--- src/rtl/keylock_pkg.sv ---
// Constants, key codes, display frame codes and state types for the keypad lock.
// Assumes a single 200 MHz clock domain and keypad codes delivered one per cycle.
package keylock_pkg;
    localparam int CLK_PERIOD_NS = 5;
    localparam int SECOND_NS = 1000000000;
    localparam int TICK_CYCLES = SECOND_NS / CLK_PERIOD_NS;
    localparam int TICK_W = 28;

    // Times in seconds, counted on the one-second tick; then keyword length and fail limit
    localparam logic [7:0] IDLE_TIMEOUT_S = 8'hFF;
    localparam logic [7:0] WARN_S = 8'h05;
    localparam logic [7:0] LOCK_MSG_S = 8'hF0;
    localparam logic [13:0] LOCKOUT_S = 14'h3840;
    localparam int KW_DIGITS = 4;
    localparam logic [2:0] FAILS_TO_LOCK = 3'h4;

    // Key codes: 0..9 are digits
    localparam logic [3:0] KEY_DIGIT_MAX = 4'h9;
    localparam logic [3:0] KEY_CONFIRM = 4'hA;
    localparam logic [3:0] KEY_ABORT = 4'hB;

    // Reset values
    localparam logic [15:0] KEYWORD_RST = 16'h0000;
    localparam logic [13:0] LOCK_RST = 14'h0000;
    localparam logic [2:0] FAIL_RST = 3'h0;
    localparam logic [2:0] STAR_RST = 3'h0;

    // Error status bit driven by this block
    localparam int ERR_KEYPAD_BIT = 5;

    typedef enum logic [3:0]
    {
        FRAME_STANDARD = 4'h0,
        FRAME_MENU = 4'h1,
        FRAME_ASK_KEYWORD = 4'h2,
        FRAME_WARN_FIRST = 4'h3,
        FRAME_WARN_THIRD = 4'h4,
        FRAME_WARN_FOURTH = 4'h5,
        FRAME_LOCKED = 4'h6,
        FRAME_SET_KEYWORD = 4'h7
    } frame_t;

    typedef enum logic [2:0]
    {
        ST_IDLE = 3'b000,
        ST_ASK = 3'b001,
        ST_WARN = 3'b010,
        ST_MENU = 3'b011,
        ST_SET = 3'b100,
        ST_LOCKMSG = 3'b101
    } state_t;
endpackage

--- src/rtl/sec_tick.sv ---
// One-second tick generator dividing the system clock.
// Assumes the clock runs continuously at the rate set by the parameter.
module sec_tick #(
    parameter int TICK_CYCLES = keylock_pkg::TICK_CYCLES
)
(
    input wire logic ref_clk, // System clock
    input wire logic arst_n, // Asynchronous reset, active low
    output logic tick // One-cycle pulse each second
);
    logic [keylock_pkg::TICK_W-1:0] count;

    always_ff @(posedge ref_clk or negedge arst_n)
    begin
        if (!arst_n)
        begin
            count <= '0;
            tick <= 1'b0;
        end
        else if (count == keylock_pkg::TICK_W'(TICK_CYCLES - 1))
        begin
            count <= '0;
            tick <= 1'b1;
        end
        else
        begin
            count <= count + 1'b1;
            tick <= 1'b0;
        end
    end
endmodule

--- src/rtl/sec_timer.sv ---
// Seconds down-counter with reload; pulses once when the loaded time has elapsed.
// Assumes a one-cycle tick each second; a load overrides a tick in the same cycle.
module sec_timer
(
    input wire logic ref_clk, // System clock
    input wire logic arst_n, // Asynchronous reset, active low
    input wire logic tick, // One-second tick
    input wire logic load, // Restart with loadVal
    input wire logic stop, // Halt without expiring
    input wire logic [7:0] loadVal, // Seconds to run
    output logic expired // One-cycle pulse at time-out
);
    logic [7:0] remain;
    logic running;

    always_ff @(posedge ref_clk or negedge arst_n)
    begin
        if (!arst_n)
        begin
            remain <= 8'h00;
            running <= 1'b0;
            expired <= 1'b0;
        end
        else
        begin
            expired <= 1'b0;
            if (load)
            begin
                remain <= loadVal;
                running <= 1'b1;
            end
            else if (stop)
                running <= 1'b0;
            else if (running && tick)
            begin
                if (remain <= 8'h01)
                begin
                    running <= 1'b0;
                    expired <= 1'b1;
                    remain <= 8'h00;
                end
                else
                    remain <= remain - 8'h01;
            end
        end
    end
endmodule

--- src/rtl/keypad_keyword_lock.sv ---
// Keyword protection for the front-panel keypad menu, with wrong-entry lockout.
// Assumes keypad codes as one-cycle strobes and a retained store that hands back
// keyword and remaining lockout time after power-up and saves what is output.
// Function
// - With a keyword stored, ask for it on every main-menu selection.
// - Correct keyword opens the menu; protection stays off while it is open.
// - Re-arm protection on abort key or after 255 seconds without keys; abort during new-keyword entry (ST_SET) only returns to the open menu.
// - After factory delivery no keyword is stored; access is unprotected.
// - New keyword is four decimal digits, accepted only on confirm key.
// - Entering 0000 as new keyword erases it and disables protection.
// - A new keyword acts only from the next main-menu selection.
// - Show a star per digit and an arrow after the fourth.
// - Wrong keyword shows a warning 5 seconds; distinct texts by count.
// - Fourth failure locks keypad four hours; next attempt shows lockout.
// - Remaining lockout time survives a power cycle.
// - Lockout display returns to standard after four minutes or abort.
// - Remote factory default clears the keyword on the remote variant.
// - Error status bit five is one while the keypad is locked, following the lock one cycle later.
module keypad_keyword_lock #(
    parameter int TICK_CYCLES = keylock_pkg::TICK_CYCLES
)
(
    input wire logic ref_clk, // 200 MHz system clock
    input wire logic arst_n, // Asynchronous reset, active low
    input wire logic keyValid, // Key press strobe
    input wire logic [3:0] keyCode, // Digit 0..9, confirm_key or abort_key
    input wire logic menuSelect, // Operator picked a main-menu item
    input wire logic menuExit, // Menu system closed the open menu
    input wire logic setKeywordReq, // Keyword entry item chosen in open menu
    input wire logic factoryDefault, // Remote factory-default command strobe
    input wire logic remoteVariant, // High on the remote-capable variant
    input wire logic nvValid, // Retained values below are valid
    input wire logic [15:0] nvKeyword, // Retained keyword, BCD
    input wire logic nvKeywordSet, // Retained keyword present
    input wire logic [13:0] nvLockRemain, // Retained lockout seconds
    output logic menuOpen, // Selected menu is open
    output logic [3:0] frame, // Display frame code
    output logic [2:0] stars, // Masking stars shown
    output logic arrow, // Arrow marker shown
    output logic [7:0] errorByte, // Error status byte contribution
    output logic [15:0] keyword, // Stored keyword, to retained store
    output logic keywordSet, // Keyword present, to retained store
    output logic [13:0] lockRemain // Lockout seconds left, to retained store
);
    keylock_pkg::state_t state;
    logic tick;
    logic [2:0] failCnt;
    logic [2:0] digitCnt;
    logic [3:0] entry [keylock_pkg::KW_DIGITS];
    logic [15:0] entryWord;
    logic restored;
    logic idleLoad;
    logic idleExpired;
    logic msgLoad;
    logic msgStop;
    logic [7:0] msgTime;
    logic msgExpired;
    logic isDigit;
    logic isConfirm;
    logic isAbort;
    logic locked;
    logic entryFull;
    logic kwMatch;

    sec_tick #(
        .TICK_CYCLES(TICK_CYCLES)
    ) u_tick (
        .ref_clk(ref_clk),
        .arst_n(arst_n),
        .tick(tick)
    );

    sec_timer u_idle (
        .ref_clk(ref_clk),
        .arst_n(arst_n),
        .tick(tick),
        .load(idleLoad),
        .stop(state == keylock_pkg::ST_IDLE),
        .loadVal(keylock_pkg::IDLE_TIMEOUT_S),
        .expired(idleExpired)
    );

    sec_timer u_msg (
        .ref_clk(ref_clk),
        .arst_n(arst_n),
        .tick(tick),
        .load(msgLoad),
        .stop(msgStop),
        .loadVal(msgTime),
        .expired(msgExpired)
    );

    assign isDigit = keyValid && (keyCode <= keylock_pkg::KEY_DIGIT_MAX);
    assign isConfirm = keyValid && (keyCode == keylock_pkg::KEY_CONFIRM);
    assign isAbort = keyValid && (keyCode == keylock_pkg::KEY_ABORT);
    assign locked = (lockRemain != keylock_pkg::LOCK_RST);
    assign entryFull = (digitCnt == 3'(keylock_pkg::KW_DIGITS));
    assign entryWord = {entry[0], entry[1], entry[2], entry[3]};
    assign kwMatch = entryFull && (entryWord == keyword);

    // Any key press inside a session restarts the inactivity timer
    assign idleLoad = (keyValid && state != keylock_pkg::ST_IDLE)
        || (state == keylock_pkg::ST_IDLE && menuSelect && !locked);

    // Warning and lockout messages share one timer, never both at once
    always_comb
    begin
        msgLoad = 1'b0;
        msgStop = 1'b0;
        msgTime = keylock_pkg::WARN_S;
        if (state == keylock_pkg::ST_ASK && isConfirm && !kwMatch)
            msgLoad = 1'b1;
        else if (state == keylock_pkg::ST_IDLE && menuSelect && locked)
        begin
            msgLoad = 1'b1;
            msgTime = keylock_pkg::LOCK_MSG_S;
        end
        else if (state == keylock_pkg::ST_LOCKMSG && isAbort)
            msgStop = 1'b1;
    end

    // Digits land in the slot the count points at; extras beyond four drop
    generate
        for (genvar i = 0; i < keylock_pkg::KW_DIGITS; i++)
        begin : g_entry
            always_ff @(posedge ref_clk or negedge arst_n)
            begin
                if (!arst_n)
                    entry[i] <= 4'h0;
                else if (isDigit && digitCnt == 3'(i))
                    entry[i] <= keyCode;
            end
        end
    endgenerate

    // Digit count and masking display
    always_ff @(posedge ref_clk or negedge arst_n)
    begin
        if (!arst_n)
        begin
            digitCnt <= keylock_pkg::STAR_RST;
            stars <= keylock_pkg::STAR_RST;
            arrow <= 1'b0;
        end
        else if (state == keylock_pkg::ST_ASK || state == keylock_pkg::ST_SET)
        begin
            if (isConfirm || isAbort)
            begin
                digitCnt <= keylock_pkg::STAR_RST;
                stars <= keylock_pkg::STAR_RST;
                arrow <= 1'b0;
            end
            else if (isDigit && !entryFull)
            begin
                digitCnt <= digitCnt + 3'h1;
                stars <= digitCnt + 3'h1;
                arrow <= (digitCnt == 3'(keylock_pkg::KW_DIGITS - 1));
            end
        end
        else
        begin
            digitCnt <= keylock_pkg::STAR_RST;
            stars <= keylock_pkg::STAR_RST;
            arrow <= 1'b0;
        end
    end

    // Session state machine
    always_ff @(posedge ref_clk or negedge arst_n)
    begin
        if (!arst_n)
            state <= keylock_pkg::ST_IDLE;
        else
        begin
            case (state)
                keylock_pkg::ST_IDLE:
                begin
                    if (menuSelect && locked)
                        state <= keylock_pkg::ST_LOCKMSG;
                    else if (menuSelect && keywordSet)
                        state <= keylock_pkg::ST_ASK;
                    else if (menuSelect)
                        state <= keylock_pkg::ST_MENU;
                end
                keylock_pkg::ST_ASK:
                begin
                    if (isAbort || idleExpired)
                        state <= keylock_pkg::ST_IDLE;
                    else if (isConfirm && kwMatch)
                        state <= keylock_pkg::ST_MENU;
                    else if (isConfirm)
                        state <= keylock_pkg::ST_WARN;
                end
                keylock_pkg::ST_WARN:
                begin
                    if (msgExpired)
                        state <= keylock_pkg::ST_IDLE;
                end
                keylock_pkg::ST_MENU:
                begin
                    if (isAbort || menuExit || idleExpired)
                        state <= keylock_pkg::ST_IDLE;
                    else if (setKeywordReq)
                        state <= keylock_pkg::ST_SET;
                end
                keylock_pkg::ST_SET:
                begin
                    if (idleExpired)
                        state <= keylock_pkg::ST_IDLE;
                    else if (isAbort || (isConfirm && entryFull))
                        state <= keylock_pkg::ST_MENU;
                end
                keylock_pkg::ST_LOCKMSG:
                begin
                    if (msgExpired || isAbort)
                        state <= keylock_pkg::ST_IDLE;
                end
                default:
                    state <= keylock_pkg::ST_IDLE;
            endcase
        end
    end

    // Keyword store; comparison only happens at a selection, so a new one
    // waits for the next menu session on its own
    always_ff @(posedge ref_clk or negedge arst_n)
    begin
        if (!arst_n)
        begin
            keyword <= keylock_pkg::KEYWORD_RST;
            keywordSet <= 1'b0;
            restored <= 1'b0;
        end
        else if (!restored)
        begin
            // Retained copy is taken after reset release, never under reset
            if (nvValid)
            begin
                keyword <= nvKeyword;
                keywordSet <= nvKeywordSet;
                restored <= 1'b1;
            end
        end
        else if (factoryDefault && remoteVariant)
        begin
            keyword <= keylock_pkg::KEYWORD_RST;
            keywordSet <= 1'b0;
        end
        else if (state == keylock_pkg::ST_SET && isConfirm && entryFull)
        begin
            if (entryWord == keylock_pkg::KEYWORD_RST)
            begin
                keyword <= keylock_pkg::KEYWORD_RST;
                keywordSet <= 1'b0;
            end
            else
            begin
                keyword <= entryWord;
                keywordSet <= 1'b1;
            end
        end
    end

    // Wrong-entry counter and lockout time
    always_ff @(posedge ref_clk or negedge arst_n)
    begin
        if (!arst_n)
        begin
            failCnt <= keylock_pkg::FAIL_RST;
            lockRemain <= keylock_pkg::LOCK_RST;
        end
        else if (!restored)
        begin
            if (nvValid)
                lockRemain <= nvLockRemain;
        end
        else if (state == keylock_pkg::ST_ASK && isConfirm)
        begin
            if (kwMatch)
                failCnt <= keylock_pkg::FAIL_RST;
            else if (failCnt == keylock_pkg::FAILS_TO_LOCK - 3'h1)
            begin
                failCnt <= keylock_pkg::FAILS_TO_LOCK;
                lockRemain <= keylock_pkg::LOCKOUT_S;
            end
            else
                failCnt <= failCnt + 3'h1;
        end
        else if (locked && tick)
        begin
            lockRemain <= lockRemain - 14'h0001;
            if (lockRemain == 14'h0001)
                failCnt <= keylock_pkg::FAIL_RST;
        end
    end

    // Display frame and menu flag; the other functions never depend on these
    always_ff @(posedge ref_clk or negedge arst_n)
    begin
        if (!arst_n)
        begin
            frame <= keylock_pkg::FRAME_STANDARD;
            menuOpen <= 1'b0;
            errorByte <= 8'h00;
        end
        else
        begin
            menuOpen <= (state == keylock_pkg::ST_MENU || state == keylock_pkg::ST_SET);
            errorByte <= 8'h00;
            errorByte[keylock_pkg::ERR_KEYPAD_BIT] <= locked;
            case (state)
                keylock_pkg::ST_IDLE:
                    frame <= keylock_pkg::FRAME_STANDARD;
                keylock_pkg::ST_ASK:
                    frame <= keylock_pkg::FRAME_ASK_KEYWORD;
                keylock_pkg::ST_WARN:
                begin
                    if (failCnt == keylock_pkg::FAILS_TO_LOCK)
                        frame <= keylock_pkg::FRAME_WARN_FOURTH;
                    else if (failCnt == 3'h3)
                        frame <= keylock_pkg::FRAME_WARN_THIRD;
                    else
                        frame <= keylock_pkg::FRAME_WARN_FIRST;
                end
                keylock_pkg::ST_MENU:
                    frame <= keylock_pkg::FRAME_MENU;
                keylock_pkg::ST_SET:
                    frame <= keylock_pkg::FRAME_SET_KEYWORD;
                keylock_pkg::ST_LOCKMSG:
                    frame <= keylock_pkg::FRAME_LOCKED;
                default:
                    frame <= keylock_pkg::FRAME_STANDARD;
            endcase
        end
    end
endmodule

--- config.mk ---
export PLATFORM = sky130hd
export DESIGN_NAME = keypad_keyword_lock
export DESIGN_NICKNAME = d
export VERILOG_FILES = /design/src/rtl/keylock_pkg.sv /design/src/rtl/sec_tick.sv /design/src/rtl/sec_timer.sv /design/src/rtl/keypad_keyword_lock.sv
export SDC_FILE = /design/constraint.sdc
export NUM_CORES = 1
export LEC_CHECK = 0
export ABC_AREA = 0
export BUFFER_PORTS_ARGS = -buffer_cell sky130_fd_sc_hd__buf_4
export CORE_MARGIN = 2
export CORE_UTILIZATION = 54
export CTS_BUF_LIST = sky130_fd_sc_hd__clkbuf_4 sky130_fd_sc_hd__clkbuf_8
export CTS_CLUSTER_SIZE = 16
export DETAILED_ROUTE_END_ITERATION = 8
export GPL_TIMING_DRIVEN = 0
export PLACE_DENSITY = 0.81
export SLEW_MARGIN = 20
export SYNTH_ARGS = -nofsm -noshare
export SYNTH_HDL_FRONTEND = slang
export SYNTH_SLANG_ARGS = --single-unit
--- constraint.sdc ---
create_clock -name ref_clk -period 2.4 [get_ports ref_clk]
set_clock_uncertainty 0.1 [all_clocks]
set_input_delay 0.6 -clock ref_clk [delete_from_list [all_inputs] [get_ports ref_clk]]
set_output_delay 0.6 -clock ref_clk [all_outputs]
set_load 0.05 [all_outputs]
==> metrics.txt <==
routability congestion estimate=0.922; number of global-route vias before repair=5329; CTS clk-pin slew, worst paths=0.12 ns; reg2reg path depth=8; number of cell rows=38; register area share after synthesis=46.1%; Comb pwr share=31.2%; Internal Power=3270 uW; CP Data Arrival Time=2.51 ns; Clk pwr share=23.7%; CP max stage cell=dfrtp_1; Final WS setup=0.0809 ns; H-tree depth=3; Worst Path Required=2.59 ns; Layout area overhead=20.5%; port bufs=83; worst r2r dst=lockRemain[5]$_DFFE_PN0P_; cell area power density=716 nW/um^2; period utilization=96.6%; Die Height=110 um; Final setup violation count=0; Final Hold Fails=0; Root Buffer Master=clkbuf_8; crit-path max FO=10; Final nets=804; clock latency on the worst-skew pair=0.40 ns; antenna violations before repair=0; CTS Hold Bufs=0; Synth top area share=46.1%; Max stage delay on crit path=0.38 ns; Lkg Pwr=0.00322 uW; Synth Instances=641; setup_tns=0 ns; Placeable Area=10900 sq um; critical path launch point type=register; total track usage=27.3%; Slew @ Worst Pin=0.901 ns; Mean Syn Cell Area=9.49 sq um; CTS buffer count=9; reg2reg start=state[2]$_DFFE_PN0P_; CTS tree=built; Routed WL per cell=17.8 um; top cells by count, synth=112 x dfrtp_1, 76 x nor2_1, 48 x nand2_1, 39 x a21oi_1, 28 x xor2_1; vias=5404; reg2reg setup slack=0.08 ns; final slew viol count=0; Die X=110 um; fin crit period=2.32 ns; Initial Util=55.6%; hold crit path type=in2async; Yosys top cell by area=dfrtp_1; sequential share of power=45.1%; dpl cell area=6930 sq um; Yosys reg bits=112; Max IR drop VDD=0.000779 V; ys async rst share=100%; Layout Utilization=67.0%; first-pass GRT wire length=25400 um; Mapped Area=6080 sq um; Post-DRT Antenna Nets=0; fmax=0.431 GHz; max_slew headroom=39.9%; count leader, synth=dfrtp_1; die area=12100 sq um; Setup crit end kind=register; kind of critical path=reg2reg; 1st-iter DRT viols=378; TritonCTS Sinks=112; IO Pins=92; Max-Cap Viols=0; detailed placer's ending HPWL=11400 um; largest net degree at the start of global routing=113; clock tree buffer depth=2; CP cell instances=buf_4 > nand2b_1 > nor4_4 > buf_6 > o211ai_1 > and3_1 > clkbuf_4 > o32a_1; gr ovfl total=0; # fillers=851; Sw Ratio=37.7%; Antenna Cells=0; layout cells sized above 1=24.5%; NetSw=1980 uW; design area=7330 sq um; Post-Place Setup Slack=-0.548 ns; routed vias/inst=6.07; Netlist cell types=66; status=complete, no violations; synth top area cells=dfrtp_1 46%, nor2_1 4.7%, xor2_1 4.0%; ys flop type=dfrtp_1; DRC viols=0; Routed WL=15900 um; drt first pass iters=5; Post-synth EDFFs=0; Warnings, synthesis=0
## per-stage QoR
stage / hold WS, ns / power [uW] / cells
4_1_cts: 0.289 / 5230 / 890
5_1_grt: 0.279 / 5490 / 890
3_5_place_dp: 0.359 / 3990 / 871
2_1_floorplan: 0.204 / 3480 / 648
3_3_place_gp: 0.356 / 3940 / 871
6_report: 0.211 / 5250 / 890
## power groups by stage
| stage | registers, uW | logic, uW | clock network, uW |
|---|---|---|---|
| after floorplan | 2680 | 804 | 0 |
| after global placement | 2380 | 1550 | 0 |
| after detailed placement | 2390 | 1600 | 0 |
| after CTS | 2360 | 1610 | 1260 |
| after global routing | 2400 | 1760 | 1330 |
| final | 2360 | 1640 | 1240 |
## cells in the final DEF, fill, tap and decap left out, types with 5 or more instances in the layout
cell type | synthesis | layout
dfrtp_1 | 112 | 108
buf_4 | 10 | 95
nor2_1 | 76 | 75
nand2_1 | 48 | 48
a21oi_1 | 39 | 37
xor2_1 | 28 | 28
o21ai_0 | 26 | 26
nand3_1 | 27 | 24
inv_1 | 23 | 23
nor3_1 | 23 | 22
a22oi_1 | 20 | 20
xnor2_1 | 16 | 16
nor4_1 | 16 | 15
a21oi_2 | 13 | 15
ha_1 | 15 | 13
mux2_2 | 12 | 12
clkbuf_8 | 0 | 11
nand4_1 | 9 | 9
and3_1 | 9 | 9
conb_1 | 1 | 8
clkbuf_1 | 12 | 7
or3_1 | 8 | 7
nor2b_1 | 6 | 6
a31oi_1 | 6 | 6
o22ai_1 | 6 | 6
buf_6 | 2 | 5
o32a_1 | 5 | 5
## how the worst max path moves through the flow
stage,from,endpoint,slack [ns],cells past startpoint
after CTS,lockRemain[0]$_DFFE_PN0P_,lockRemain[12]$_DFFE_PN0P_,-0.009,10
after floorplan,digitCnt[0]$_DFFE_PN0P_,lockRemain[12]$_DFFE_PN0P_,-0.04,8
after detailed placement,keyCode[2],lockRemain[12]$_DFFE_PN0P_,-0.55,8
final,state[2]$_DFFE_PN0P_,lockRemain[5]$_DFFE_PN0P_,0.08,8
after global routing,entry[3]$_DFFE_PN0P_,lockRemain[12]$_DFFE_PN0P_,-0.008,8
after global placement,keyCode[2],lockRemain[12]$_DFFE_PN0P_,-0.49,8
## registers in the layout (all words and copies together), names as in the netlist, 8 cells and up
| register | flops |
|---|---|
| lockRemain | 14 |
| u_tick.count | 28 |
| keyword | 16 |
| entry | 16 |
| u_idle.remain | 8 |
| u_msg.remain | 8 |
## critical path: cells and delay by family (launching register included)
kind	cells	cell delay (ns)
simple gates	3	0.74
buf+inv	3	0.52
compound gates	2	0.46
flops	1	0.38
## layout make-up
type	instances	area [sq um]	share of cell area, %
repair buffers	88	671	9.15
flip-flops and latches	112	2810	38.3
clock inverters	6	83.8	1.14
plain buffers	27	189	2.58
inverters	23	86.3	1.18
well taps	140	175	2.39
clock buffers	10	138	1.88
multi-input cells	484	3180	43.4
## cell families (layout without fill, tap and decap cells)
family / Yosys count / after routing / synth area share, %
AND/OR/NAND/NOR: 253 / 253 / 21.1
XOR/XNOR: 44 / 44 / 6.34
multiplexers: 16 / 16 / 2.88
adder cells (fa/ha/maj): 15 / 15 / 3.09
AO/OA/AOI/OAI: 148 / 148 / 16.3
flip-flops: 112 / 112 / 46.1
buffers and inverters: 52 / 154 / 4.18
other: 1 / 8 / 0.0617
## layer usage
layer | wire length, um | track usage (%)
met1 | 6360 | 33.2
met2 | 7920 | 44.8
met3 | 1110 | 7.70
met4 | 494 | 13.0
met5 | 0 | 0
## what timing repair did
action,in CTS,in global routing
pin swaps,2,4
gates resized for setup,11,23
endpoints found under the setup margin,32,38
buffers inserted,3,2
endpoints found under the hold margin,0,0
Power figures use the tool's default switching activity.
